==> config.mk <==
export PLATFORM = sky130hd
export DESIGN_NAME = three_channel_input_capture_ctrl
export DESIGN_NICKNAME = d
export VERILOG_FILES = /design/src/logic/capture_ctrl_pkg.sv /design/src/logic/three_channel_input_capture_ctrl.sv
export SDC_FILE = /design/constraint.sdc
export NUM_CORES = 1
export LEC_CHECK = 0
export ABC_AREA = 1
export BUFFER_PORTS_ARGS = -buffer_cell sky130_fd_sc_hd__buf_2
export CAP_MARGIN = 20
export CORE_MARGIN = 5
export CORE_UTILIZATION = 35
export CTS_BUF_LIST = sky130_fd_sc_hd__clkbuf_2
export DETAILED_ROUTE_END_ITERATION = 10
export HOLD_SLACK_MARGIN = 0.02
export SLEW_MARGIN = 5
export SYNTH_ARGS = -nofsm -noshare
export SYNTH_HDL_FRONTEND = slang
export SYNTH_SLANG_ARGS = --single-unit
==> constraint.sdc <==
create_clock -name aclk -period 2.6 [get_ports aclk]
set_input_delay 0.39 -clock aclk [delete_from_list [all_inputs] [get_ports aclk]]
set_output_delay 0.39 -clock aclk [all_outputs]
set_load 0.02 [all_outputs]
==> src/logic/capture_ctrl_pkg.sv <==
// Purpose: constants and carrier types for the three-channel capture control block
// Assumes: AXI4-Lite, 32-bit data, 100 MHz aclk
// Notes:   register offsets are byte addresses (printed index times four)
package capture_ctrl_pkg;

  localparam int          num_channels      = 3;
  localparam int          addr_width        = 12;
  // printed register indices
  localparam logic [7:0]  enable_flags_index = 8'h92;
  localparam logic [7:0]  edge_select_index  = 8'h93;
  localparam logic [7:0]  filter_index       = 8'h94;
  // own registers for interrupt status and mask
  localparam logic [7:0]  irq_status_index   = 8'h98;
  localparam logic [7:0]  irq_mask_index     = 8'h99;
  localparam logic [7:0]  reg_reset          = 8'h00;
  // field positions
  localparam int          flag_lsb          = 0;
  localparam int          enable_lsb        = 4;
  localparam int          filter_lsb        = 4;
  localparam int          edge_field_width  = 2;
  // edge select encodings
  localparam logic [1:0]  edge_falling      = 2'h0;
  localparam logic [1:0]  edge_rising       = 2'h1;
  localparam logic [1:0]  edge_either       = 2'h2;
  // noise filter: input must stand stable this long before it is accepted
  localparam int          filter_time_ns    = 40;
  localparam int          clk_period_ns     = 10;
  localparam int          filter_cycles     = (filter_time_ns + clk_period_ns - 1) / clk_period_ns;
  localparam int          filter_cnt_width  = 3;
  localparam logic [1:0]  resp_okay         = 2'h0;
  localparam logic [1:0]  resp_slverr       = 2'h2;
  localparam logic [31:0] read_zero         = 32'h0000_0000;

  typedef struct packed {
    logic [2:0]                  sync1;
    logic [2:0]                  sync2;
    logic [2:0]                  filtered;
    logic [2:0]                  last_level;
    logic [2:0][filter_cnt_width-1:0] stable_cnt;
  } channel_state_t;

  typedef struct packed {
    logic [7:0]  enable_flags;
    logic [7:0]  edge_select;
    logic [7:0]  filter_enable;
    logic [2:0]  irq_status;
    logic [2:0]  irq_mask;
    logic        aw_held;
    logic [addr_width-1:0] aw_addr;
    logic        w_held;
    logic [31:0] w_data;
    logic [3:0]  w_strb;
    logic        bvalid;
    logic [1:0]  bresp;
    logic        rvalid;
    logic [31:0] rdata;
    logic [1:0]  rresp;
    channel_state_t ch;
  } ctrl_state_t;

endpackage

==> src/logic/three_channel_input_capture_ctrl.sv <==
// Purpose: enable, edge select, noise filter and event flags of three capture inputs
// Assumes: capture pins are asynchronous; one AXI4-Lite master
// Notes:   interrupt line high while an unmasked status bit is set
//
// Overview of operation
// RQ1: enable bits 4, 5, 6 of the first register; channel acts only when set.
// RQ2: hardware sets flag bits 0..2 of the first register on the selected edge.
// RQ3: software clears each flag by writing zero; hardware never clears it.
// RQ4: two-bit edge select per channel: 00 falling, 01 rising, 10 either.
// RQ5: software must not program the reserved edge select value 11.
// RQ6: filter enable bits 4..6 route a channel through a noise filter first.
// RQ7: a disabled channel ignores edges and keeps its flag unchanged.
`timescale 1ns/1ps
module three_channel_input_capture_ctrl
  import capture_ctrl_pkg::*;
(
  // clock and reset
  input  wire logic                  aclk,
  input  wire logic                  aresetn,
  // capture pins
  input  wire logic [2:0]            capture_in,
  // axi4-lite write address
  input  wire logic                  s_axi_awvalid,
  output logic                       s_axi_awready,
  input  wire logic [addr_width-1:0] s_axi_awaddr,
  // axi4-lite write data
  input  wire logic                  s_axi_wvalid,
  output logic                       s_axi_wready,
  input  wire logic [31:0]           s_axi_wdata,
  input  wire logic [3:0]            s_axi_wstrb,
  // axi4-lite write response
  output logic                       s_axi_bvalid,
  input  wire logic                  s_axi_bready,
  output logic [1:0]                 s_axi_bresp,
  // axi4-lite read address
  input  wire logic                  s_axi_arvalid,
  output logic                       s_axi_arready,
  input  wire logic [addr_width-1:0] s_axi_araddr,
  // axi4-lite read data
  output logic                       s_axi_rvalid,
  input  wire logic                  s_axi_rready,
  output logic [31:0]                s_axi_rdata,
  output logic [1:0]                 s_axi_rresp,
  // interrupt
  output logic                       capture_irq
);

  ctrl_state_t state;
  ctrl_state_t next_state;

  function automatic logic [addr_width-1:0] byte_addr(input logic [7:0] index);
    byte_addr = addr_width'({index, 2'b00});
  endfunction

  function automatic logic reg_hit(input logic [addr_width-1:0] addr, input logic [7:0] index);
    reg_hit = (addr == byte_addr(index));
  endfunction

  logic [2:0] rise;
  logic [2:0] fall;
  logic [2:0] hit;
  logic [2:0] sel_level;
  logic       wr_go;
  logic       rd_go;

  assign s_axi_awready = !state.aw_held && !state.bvalid;
  assign s_axi_wready  = !state.w_held && !state.bvalid;
  assign s_axi_arready = !state.rvalid;
  assign s_axi_bvalid  = state.bvalid;
  assign s_axi_bresp   = state.bresp;
  assign s_axi_rvalid  = state.rvalid;
  assign s_axi_rdata   = state.rdata;
  assign s_axi_rresp   = state.rresp;
  assign capture_irq   = |(state.irq_status & state.irq_mask);

  always_comb
  begin
    logic [2:0]  new_hits;
    logic [7:0]  wbyte;
    logic        wr_hit_ok;
    logic [addr_width-1:0] waddr;
    logic        aw_have;
    logic        w_have;
    new_hits   = 3'b000;
    wbyte      = 8'h00;
    wr_hit_ok  = 1'b0;
    next_state = state;
    aw_have    = state.aw_held || s_axi_awvalid;
    w_have     = state.w_held || s_axi_wvalid;
    waddr      = state.aw_held ? state.aw_addr : s_axi_awaddr;
    wr_go      = aw_have && w_have && !state.bvalid;
    rd_go      = s_axi_arvalid && !state.rvalid;

    // pins pass two flip-flops before anything reads them
    next_state.ch.sync1 = capture_in;
    next_state.ch.sync2 = state.ch.sync1;
    for (int i = 0; i < num_channels; i++)
    begin
      // noise filter: level accepted only after it stands stable
      if (state.ch.sync2[i] == state.ch.filtered[i])
        next_state.ch.stable_cnt[i] = '0;
      else if (state.ch.stable_cnt[i] == filter_cnt_width'(filter_cycles - 1))
      begin
        next_state.ch.filtered[i]   = state.ch.sync2[i];
        next_state.ch.stable_cnt[i] = '0;
      end
      else
        next_state.ch.stable_cnt[i] = state.ch.stable_cnt[i] + 1'b1;
      // RQ6 filter path select
      sel_level[i] = state.filter_enable[filter_lsb + i] ? state.ch.filtered[i]
                                                         : state.ch.sync2[i];
      next_state.ch.last_level[i] = sel_level[i];
      rise[i] = sel_level[i] && !state.ch.last_level[i];
      fall[i] = !sel_level[i] && state.ch.last_level[i];
      // RQ4 edge decode; reserved 11 never triggers
      case (state.edge_select[edge_field_width*i +: edge_field_width])
        edge_falling: hit[i] = fall[i];
        edge_rising:  hit[i] = rise[i];
        edge_either:  hit[i] = rise[i] || fall[i];
        default:      hit[i] = 1'b0;
      endcase
      // RQ1 RQ7 gate by channel enable
      new_hits[i] = hit[i] && state.enable_flags[enable_lsb + i];
    end

    // write channel: address and data taken in either order
    if (s_axi_awvalid && s_axi_awready)
    begin
      next_state.aw_held = 1'b1;
      next_state.aw_addr = s_axi_awaddr;
    end
    if (s_axi_wvalid && s_axi_wready)
    begin
      next_state.w_held = 1'b1;
      next_state.w_data = s_axi_wdata;
      next_state.w_strb = s_axi_wstrb;
    end
    if (wr_go)
    begin
      wbyte = state.w_held ? state.w_data[7:0] : s_axi_wdata[7:0];
      wr_hit_ok = state.w_held ? state.w_strb[0] : s_axi_wstrb[0];
      next_state.aw_held = 1'b0;
      next_state.w_held  = 1'b0;
      next_state.bvalid  = 1'b1;
      next_state.bresp   = resp_okay;
      if (reg_hit(waddr, enable_flags_index))
      begin
        // RQ3 software writes flags, zero clears
        if (wr_hit_ok)
          next_state.enable_flags = wbyte & 8'h77;
      end
      else if (reg_hit(waddr, edge_select_index))
      begin
        if (wr_hit_ok)
          next_state.edge_select = wbyte & 8'h3F;
      end
      else if (reg_hit(waddr, filter_index))
      begin
        if (wr_hit_ok)
          next_state.filter_enable = wbyte & 8'h70;
      end
      else if (reg_hit(waddr, irq_mask_index))
      begin
        if (wr_hit_ok)
          next_state.irq_mask = wbyte[2:0];
      end
      else if (!reg_hit(waddr, irq_status_index))
        next_state.bresp = resp_slverr;
    end
    if (state.bvalid && s_axi_bready)
      next_state.bvalid = 1'b0;

    // read channel; status read clears its sticky bits
    if (rd_go)
    begin
      next_state.rvalid = 1'b1;
      next_state.rresp  = resp_okay;
      next_state.rdata  = read_zero;
      if (reg_hit(s_axi_araddr, enable_flags_index))
        next_state.rdata[7:0] = state.enable_flags;
      else if (reg_hit(s_axi_araddr, edge_select_index))
        next_state.rdata[7:0] = state.edge_select;
      else if (reg_hit(s_axi_araddr, filter_index))
        next_state.rdata[7:0] = state.filter_enable;
      else if (reg_hit(s_axi_araddr, irq_mask_index))
        next_state.rdata[2:0] = state.irq_mask;
      else if (reg_hit(s_axi_araddr, irq_status_index))
      begin
        next_state.rdata[2:0] = state.irq_status;
        next_state.irq_status = 3'b000;
      end
      else
        next_state.rresp = resp_slverr;
    end
    if (state.rvalid && s_axi_rready)
      next_state.rvalid = 1'b0;

    // RQ2 set wins over software clear
    next_state.enable_flags[flag_lsb +: num_channels] =
      next_state.enable_flags[flag_lsb +: num_channels] | new_hits;
    next_state.irq_status = next_state.irq_status | new_hits;
  end

  always_ff @(posedge aclk)
  begin
    if (!aresetn)
    begin
      state               <= '0;
      state.enable_flags  <= reg_reset;
      state.edge_select   <= reg_reset;
      state.filter_enable <= reg_reset;
    end
    else
      state <= next_state;
  end

endmodule

After elaboration in Yosys (flattened, before gate mapping)
Cells that the tools add are included.
{"block": "totals", "reg_bits": 78, "input_bits": 70, "out_inout_bits": 42, "wordCells": 150}
{"block": "op_classes", "add_sub_neg": 3, "n_eq_ne": 22, "muxes": 40, "n_bitwise": 10, "n_reduce_logical": 50}
{"cell": "== test 12 x 10 -> 1 bit (second input constant)", "count": 10}
{"cell": "2-to-1 mux 7 bit", "count": 6}
{"cell": "2-to-1 mux 3 bit", "count": 11}
{"cell": "2-to-1 mux 2 bit", "count": 10}
{"cell": "2-to-1 mux 19 bit", "count": 1}
{"cell": "logical AND 1 bit", "count": 18}
{"cell": "2-to-1 mux 16 bit", "count": 1}
{"cell": "2-to-1 mux 12 bit", "count": 1}
{"cell": "OR reduction 3 bit", "count": 4}
{"cell": "logical NOT 1 bit", "count": 10}
{"cell": "adder 3 x 1 -> 3 bit (second input constant)", "count": 3}
{"cell": "== test 3 x 2 -> 1 bit (second input constant)", "count": 3}
{"cell": "one-hot mux 1 bit (3 select lines)", "count": 3}
{"cell": "2-to-1 mux 8 bit", "count": 1}
{"cell": "NOT 1 bit", "count": 7}
{"cell": "== test 2 x 1 -> 1 bit (second input constant)", "count": 3}
{"cell": "== test 2 bit (second input constant)", "count": 3}
{"cell": "logical NOT 2 bit", "count": 3}
{"cell": "2-to-1 mux 6 bit", "count": 1}
{"cell": "OR 3 bit", "count": 2}
{"cell": "AND reduction 2 bit", "count": 3}
{"cell": "AND reduction 6 bit", "count": 1}
{"cell": "OR reduction 2 bit", "count": 3}
{"cell": "logical OR 1 bit", "count": 5}
{"cell": "other kinds (7)", "count": 12}

Depth between registers and ports, before layout
Gate-level depths: netlist (run 1).
{"block": "depth", "depth_word": 8, "ltp_mapped": 12, "ltp_nobuf": 12}

Least setup slack after synthesis (run 1)
Ideal clock, no wire load.
{"block": "synth_path", "path_kind": "flip-flop to flip-flop", "from": "register state[119] (netlist name)", "to": "register state[131] (netlist name)", "setup_ps": 56, "arrival_ps": 1529, "t_required_ps": 2544, "slack_ps": 1015, "stages_incl_launch_ff": 13, "n_path_buf": 0, "synth_period_minus_slack_ps": 1585, "cell_sequence": "dfxtp_1 > inv_1 > or2_2 > o21ai_0 > inv_1 > ha_1 > a21oi_1 > o21ai_0 > nand2_1 > nand2_1 > nand3_1 > nand2_1 > inv_1"}
{"item": "from (decl)", "line": "three_channel_input_capture_ctrl.sv:48", "text": "ctrl_state_t state;"}
{"item": "from (signal assigned)", "line": "three_channel_input_capture_ctrl.sv:214", "text": "state <= next_state;"}

==> metrics.yaml, run 1 <==
layout:
  antenna_cells: 0
  final_cell_mix: "86 x nand2_1, 80 x inv_1, 75 x dfxtp_1, 63 x nor2_1, 56 x buf_2"
  area_growth_syn_to_layout_pct: 9.50
  seq_area_mm2: 0.00150
  layout_commonest_cell: "nand2_1"
  final_util_pct: 39.2
  nNetsFinal: 676
  fill_cells: 1162
  drive_gt1_share_pct: 16.7
  multi_input_area_mm2: 0.00181
detailed_routing:
  dr.pass1.iters: 4
  wl_mm: 8.17
  vias: 3301
  ant_nets: 0
  drt_iter0_markers: 143
  drc: 0
  drt-wirelength-per-cell_um: 11.1
  via_per_inst: 4.47
global_routing:
  grt_overflow_total: 0
  antenna_found_initial: 0
  grtUsageTotal_pct: 13.0
  grt_pass1_vias: 3171
  grt_pass1_wl_mm: 13.9
  grt_max_degree: 55
power:
  p_int_w: 0.00154
  p_seq_share_pct: 55.5
  ir_worst_vdd_uv: 196
  p_leak_nw: 1.99
  switchingPower_w: 0.000693
  pwr-share-clk_pct: 27.8
  switching_share_pct: 31.0
  pwr-share-comb_pct: 16.6
  power_density_mw_per_mm2: 525
floorplanning:
  die_x_um: 115
  initial_core_util_pct: 35.8
  ios: 112
  num_rows: 38
  die_y_um: 115
  dieArea_mm2: 0.0133
  core_area_mm2: 0.0108
worst_setup_path:
  rr_endpoint: "state[131]"
  cp.depth: 12
  crit_slowest_cell: "dfxtp_1"
  rr_startpoint: "state[119]"
  rr_worst_depth: 12
  cp_max_fo: 3
  crit_chain: "inv_1 > or2_2 > o21ai_0 > inv_1 > ha_1 > a21oi_1 > o21ai_0 > nand2_1 > nand2_1 > nand3_1 > nand2_1 > inv_1"
  critical-path-top-delay-family: "simple AND/OR/NAND/NOR gates"
  r2r_slack_ps: 700
  worst-setup-path-type: "flop to flop"
  arrival_ps: 2380
  critPathCaptureType: "flop"
  startpoint_type: "flop"
  required_ps: 3080
  crit_buf_inv: 3
  max_stage_delay_ps: 410
hold_path:
  holdPathStages: 3
  whs_endpoint: "state[59]"
  hold_path_class: "primary input to flop"
  hp-start: "s_axi_wstrb[0]"
timing:
  tightest_slew_ps: 583
  setup_viol: 0
  hold_violations: 0
  fin_skew_ps: 34.8
  tns_ps: 0
  period_share_pct: 73.2
  max_slew_margin_pct: 61.0
  period_needed_ps: 1900
  fmax_ghz: 0.525
  slew_violations: 0
  rsz0062_at_grt: "no"
place:
  gp_congestion: 0.794
  dp_hpwl_mm: 6.31
  numPortBuffers: 56
clock_tree:
  cts.clk_slew.worst_paths_ps: 220
  insertion_delay_ps: 550
  cts.sinks: 75
  cts_buffers: 9
  clockRootBuffer: "clkbuf_2"
  ctsResizeCount: 0
  cts_tree: "done"
  htreeDepth: 3
  clockBufferDepth: 2
run_status:
  status: "complete, no violations"
yosys:
  yosys_warnings: 0
  avgSynthCellArea_um2: 7.13
  yosysSeqAreaShare_pct: 38.7
  synth_area_mm2: 0.00388
  syn_inst: 545
  synth_cell_types: 35
  ys_ff_latch: 75
job:
  maxCapViolations: 0
## synth_stat cells (all sizes together)
library cell	count	area, µm²
o21a	1	7.51
nor2	65	254
buf	42	318
nand2	91	354
nor3	7	46.3
o21ai	52	279
conb	1	3.75
nand3	34	203
nand4	11	68.8
inv	84	315
dfxtp	75	1500
or2	6	37.5
a211oi	1	7.51
a31oi	1	6.26
ha	12	150
o31ai	1	7.51
mux2i	3	30.0
a21oi	43	219
clkinv	1	3.75
clkbuf	9	33.8
o211ai	5	37.5
## power groups by stage
| stage | Sequential (W) | Clock (W) | Combinational [W] |
|---|---|---|---|
| final | 0.00124 | 0.000622 | 0.000372 |
| after global routing | 0.00125 | 0.000699 | 0.000425 |
| after CTS | 0.00124 | 0.000651 | 0.000374 |
| after detailed placement | 0.00126 | 0 | 0.000369 |
| after global placement | 0.00126 | 0 | 0.000362 |
| after floorplan | 0.00125 | 0 | 0.000310 |
## through the flow
step	power (W)	hold slack, ps	setup WS (ps)	cells	area (µm²)
4_1_cts	0.00227	64.4	694	738	4250
5_1_grt	0.00237	85.9	465	738	4250
2_1_floorplan	0.00156	390	1010	571	3980
6_report	0.00223	99.4	696	738	4250
3_5_place_dp	0.00163	404	771	719	4110
3_3_place_gp	0.00162	401	801	719	4110
## cells by family after synthesis
family,Yosys count,share of synthesized area [%]
AND/OR/NAND/NOR,214,24.8
AO/OA/AOI/OAI,104,14.5
adder cells (fa/ha/maj),12,3.87
buffers and inverters,136,17.3
flip-flops,75,38.7
multiplexers,3,0.773
other,1,0.0966
## state kept, by name, indices dropped and copies added, names as in the netlist
signal and flops:
next_state 3, s_axi_bresp 1, s_axi_bvalid 1, s_axi_rdata 7, s_axi_rresp 1, s_axi_rvalid 1
state 61
## worst reg2reg max path, cell delays in order (launching register included)
cell     delay (ps)
dfxtp_1         410
inv_1            60
or2_2           260
o21ai_0         170
inv_1            90
ha_1            280
a21oi_1         130
o21ai_0          90
nand2_1          60
nand2_1          70
nand3_1          90
nand2_1          50
inv_1            60
## what timing repair did
action / 4_1_cts / 5_1_grt
endpoints found under the hold margin: 4 / 0
hold buffers: 4 / 0
buffers inserted: 0 / 0
## metal layers
metal / GRT usage [%] / share of wire, % / vias to the layer above
li1: - / - / 1768
met1: 16.1 / 48 / 1445
met2: 21.3 / 44 / 79
met3: 2.63 / 6.6 / 9
met4: 6.57 / 1.4 / 0
met5: 0 / 0 / -
## final cells by class
class | instances | share of cell area, %
clock buffers | 10 | 1.18
well taps | 140 | 4.12
multi-input cells | 360 | 42.5
repair buffers | 63 | 8.06
inverters | 85 | 7.50
clock inverters | 5 | 1.29
flip-flops and latches | 75 | 35.3
## worst max path at each step
stage	start	end	slack, ps
finish	state[119]	state[131]	700
global route	state[119]	state[131]	470
CTS	state[119]	state[131]	690
detailed placement	state[119]	state[131]	770
global placement	state[95]	state[124]	800
floorplan	state[119]	state[131]	1010
No activity file was read; power rests on OpenSTA's default activity.
==> run 2, diff against run 1 <==
Clock period 2.6 ns to 1.7 ns, I/O delays scaled along.
==> metrics.yaml, run 2 (synthesis results as in run 1) <==
detailed_routing:
  dr.pass1.iters: 5
  ant_nets: 0
  drc: 0
  drt-wirelength-per-cell_um: 11.3
  vias: 3587
  wl_mm: 8.90
  drt_iter0_markers: 110
  via_per_inst: 4.56
global_routing:
  grtUsageTotal_pct: 13.4
  grt_pass1_wl_mm: 14.5
  grt_max_degree: 24
  grt_overflow_total: 0
  antenna_found_initial: 0
  grt_pass1_vias: 3230
timing:
  tns_ps: 0
  fin_skew_ps: 22.6
  rsz0062_at_grt: "yes"
  setup_viol: 0
  tightest_slew_ps: 535
  fmax_ghz: 0.616
  slew_violations: 0
  period_share_pct: 95.5
  hold_violations: 0
  period_needed_ps: 1620
  max_slew_margin_pct: 64.3
clock_tree:
  cts_tree: "done"
  clockRootBuffer: "clkbuf_2"
  cts_buffers: 9
  htreeDepth: 3
  cts.clk_slew.worst_paths_ps: 230
  insertion_delay_ps: 530
  clockBufferDepth: 2
  cts.sinks: 75
run_status:
  status: "complete, no violations"
power:
  ir_worst_vdd_uv: 386
  power_density_mw_per_mm2: 755
  p_leak_nw: 2.21
floorplanning:
  die_x_um: 115
  num_rows: 38
  ios: 112
  core_area_mm2: 0.0108
  die_y_um: 115
  initial_core_util_pct: 35.8
  dieArea_mm2: 0.0133
worst_setup_path:
  critical_path.most_common_cell: "buf_4"
  crit_slowest_cell: "dfxtp_4"
  max_stage_delay_ps: 410
  startpoint_type: "flop"
  cp_max_fo: 11
  critPathCaptureType: "flop"
  worst-setup-path-type: "flop to flop"
  required_ps: 2180
  crit_chain: "buf_4 > nor2_2 > nand3_2 > nand2_2 > inv_1 > nor2_4 > nand3_4 > buf_4 > a21oi_1"
  arrival_ps: 2100
layout:
  antenna_cells: 0
  layout_commonest_cell: "nand2_1"
  drive_gt1_share_pct: 24.1
  top_register: "state"
  nNetsFinal: 723
  largest_reg_flops: 61
  final_cell_mix: "82 x nand2_1, 77 x inv_1, 70 x dfxtp_1, 57 x nor2_1, 54 x buf_2"
  area_growth_syn_to_layout_pct: 24.3
  final_util_pct: 44.5
place:
  dp_hpwl_mm: 6.57
  numPortBuffers: 56
  gp_congestion: 0.820
hold_path:
  hold_path_class: "primary input to flop"
job:
  maxCapViolations: 0
## run 2: cell count changes in the layout (fill, tap and decap cells not counted), moves of 5 or more
cell           delta
buf_4            +23
dfxtp_1           -5
o21ai_0           -7
a21oi_1           -5
a21oi_2           +5
dlygate4sd3_1    +25
nor2_2            +6
nor2_1            -6
## run 2: path summary, 6_finish.rpt
path                            slack [ps]       startpoint              to  cells past startpoint
worst max-delay path                    80       state[108]      state[123]                      9
worst min register to register         430         state[0]        state[0]                      1
worst min-delay path                   150  s_axi_araddr[4]  s_axi_rdata[6]                      5
worst max register to register          80       state[108]      state[123]                      9
## run 2: area by class of cell
class | count | area, µm²
fillers | 1133 | 6010
multi-input cells | 361 | 1940
flip-flops and latches | 75 | 1510
repair buffers | 109 | 756
inverters | 85 | 319
well taps | 140 | 175
clock inverters | 7 | 82.6
clock buffers | 9 | 45.0
## run 2: critical path: cells and delay by family, from the launching register on
| kind | cells | cell delay [ps] |
|---|---|---|
| and+or+nand+nor | 5 | 670 |
| DFF | 1 | 410 |
| buffers and inverters | 3 | 400 |
| AOI/OAI and AO/OA | 1 | 130 |
## run 2: metal layers
layer | vias to the layer above | wire length [µm] | GRT usage [%]
li1 | 1879 | - | -
met4 | 0 | 93 | 4.07
met3 | 9 | 544 | 3.53
met2 | 84 | 4050 | 21.2
met1 | 1615 | 4210 | 18.0
met5 | - | 0 | 0
## run 2: where the power goes
part	switching [W]	internal (W)	total [W]
clock network	0.000699	0.000365	0.00106
logic	0.000433	0.000255	0.000688
registers	0.0000478	0.00185	0.00189
total	0.00118	0.00247	0.00365
## run 2: through the flow
step / power, W / setup WS [ps] / cells / cell area, µm² / hold WS, ps
3_5_place_dp: 0.00253 / 20.5 / 739 / 4260 / 403
4_1_cts: 0.00366 / 6.31 / 784 / 4700 / 94.4
6_report: 0.00365 / 76.9 / 786 / 4830 / 151
5_1_grt: 0.00386 / -18.7 / 786 / 4830 / 115
2_1_floorplan: 0.00239 / 115 / 571 / 3980 / 353
3_3_place_gp: 0.00251 / 38.0 / 739 / 4260 / 398
## run 2: timing repair
action,in CTS,in global routing
endpoints found under the setup margin,7,23
buffers inserted,0,1
hold endpoints to repair,27,0
hold buffers,29,0
gates resized for setup,11,34
pin swaps,0,8
cloned,0,1
==> run 3, diff against run 2 <==
Settings changed: CELL_PAD_IN_SITES_DETAIL_PLACEMENT set to 1, CELL_PAD_IN_SITES_GLOBAL_PLACEMENT set to 1, CORE_UTILIZATION 35 to 34, PLACE_DENSITY_LB_ADDON set to 0.1.
==> metrics.yaml, run 3 (synthesis results as in run 1) <==
layout:
  largest_reg_flops: 61
  final_cell_mix: "80 x nand2_1, 76 x inv_1, 70 x dfxtp_1, 57 x nor2_1, 54 x buf_2"
  antenna_cells: 0
  stdcell_count: 794
  top_register: "state"
  final_util_pct: 43.3
  area_growth_syn_to_layout_pct: 26.2
  fill_cells: 1443
  layout_commonest_cell: "nand2_1"
  nNetsFinal: 729
  drive_gt1_share_pct: 25.8
worst_setup_path:
  worst-setup-path-type: "flop to flop"
  startpoint_type: "flop"
  max_stage_delay_ps: 410
  rr_worst_depth: 10
  crit_chain: "buf_6 > nor2_4 > nand3_4 > nand2_4 > inv_4 > nor2_4 > buf_6 > nand3_4 > o21ai_1 > a21oi_1"
  arrival_ps: 2090
  critPathCaptureType: "flop"
  required_ps: 2130
  cp_max_fo: 5
  crit_slowest_cell: "dfxtp_4"
detailed_routing:
  drt_iter0_markers: 102
  drt-wirelength-per-cell_um: 13.1
  dr.pass1.iters: 4
  drc: 0
  via_per_inst: 4.60
  wl_mm: 10.4
  vias: 3656
  ant_nets: 0
timing:
  period_needed_ps: 1660
  rsz0062_at_grt: "yes"
  tightest_slew_ps: 486
  tns_ps: 0
  hold_violations: 0
  fin_ws_ps: 37.9
  max_slew_margin_pct: 67.3
  fin_skew_ps: 14.9
  period_share_pct: 97.8
  setup_viol: 0
  slew_violations: 0
  fmax_ghz: 0.602
power:
  power.total_w: 0.00346
  p_leak_nw: 2.25
  pwr-share-clk_pct: 23.5
  ir_worst_vdd_uv: 425
  pwr-share-comb_pct: 21.8
  switchingPower_w: 0.00115
  p_int_w: 0.00231
  switching_share_pct: 33.3
  p_seq_share_pct: 54.7
  power_density_mw_per_mm2: 706
clock_tree:
  htreeDepth: 3
  cts.clk_slew.worst_paths_ps: 200
  cts.sinks: 75
  insertion_delay_ps: 510
  clockRootBuffer: "clkbuf_2"
  cts_buffers: 9
  cts_tree: "done"
  clockBufferDepth: 2
global_routing:
  grtUsageTotal_pct: 15.3
  grt_max_degree: 30
  antenna_found_initial: 0
  grt_pass1_vias: 3664
  grt_pass1_wl_mm: 16.6
  grt_overflow_total: 0
place:
  dp_hpwl_mm: 7.68
  dp.cells: 749
  numPortBuffers: 56
  gp_congestion: 0.793
  dp_slack_ps: -20.8
floorplanning:
  num_rows: 39
  die_y_um: 117
  dieArea_mm2: 0.0137
  core_area_mm2: 0.0113
  ios: 112
  die_x_um: 117
  initial_core_util_pct: 34.3
hold_path:
  holdPathStages: 3
  hold_path_class: "primary input to flop"
run_status:
  status: "complete, no violations"
job:
  maxCapViolations: 0
-- run 3: power groups by stage --
stage	clock network [W]	registers, W	logic [W]
global placement	0	0.00192	0.000623
finish	0.000812	0.00189	0.000754
detailed placement	0	0.00192	0.000643
floorplan	0	0.00192	0.000473
CTS	0.000878	0.00189	0.000694
global route	0.000921	0.00190	0.000846
-- run 3: cell type report --
class,count,area (µm²),share of cell area [%]
sequential,75,1510,30.8
clock buffer,10,50.0,1.02
tap,143,179,3.65
inverter,85,327,6.66
timing repair buffer,114,796,16.2
multi-input combinational,362,2010,41.0
clock inverter,5,31.3,0.638
-- run 3: metrics by stage --
| step | hold WS, ps | instance area, µm² |
|---|---|---|
| CTS | 22.4 | 4660 |
| detailed placement | 403 | 4310 |
| global route | 45.3 | 4900 |
| global placement | 395 | 4310 |
| finish | 70.7 | 4900 |
| floorplan | 353 | 3980 |
-- run 3: worst paths after layout --
path	startpoint	end	slack, ps
worst max register to register	state[108]	state[125]	40
worst max-delay path	state[108]	state[125]	40
worst min register to register	next_state[17]	state[17]	430
worst min-delay path	s_axi_awaddr[7]	state[103]	70
-- run 3: repair_timing --
action                                  in CTS  in global routing
endpoints found under the hold margin       24                  0
buffers inserted                             0                  4
endpoints found under the setup margin      13                 24
hold buffers                                24                  0
pin swaps                                    1                 17
resized for setup                           12                 52
gates cloned                                 1                  1
-- run 3: metal layers --
| layer | vias to the layer above | share of wire (%) | wire [µm] | GRT usage (%) |
|---|---|---|---|---|
| met1 | 1704 | 45 | 4670 | 18.7 |
| met4 | 0 | 1.1 | 116 | 4.36 |
| li1 | 1884 | - | - | - |
| met2 | 59 | 50 | 5160 | 27.0 |
| met5 | - | 0 | 0 | 0 |
| met3 | 9 | 4.1 | 426 | 3.34 |
-- run 3: critical path, delay by kind of cell (launching register included) --
family	cells	cell delay (ps)
compound gates	2	200
flops	1	410
buf+inv	3	320
simple gates	5	630
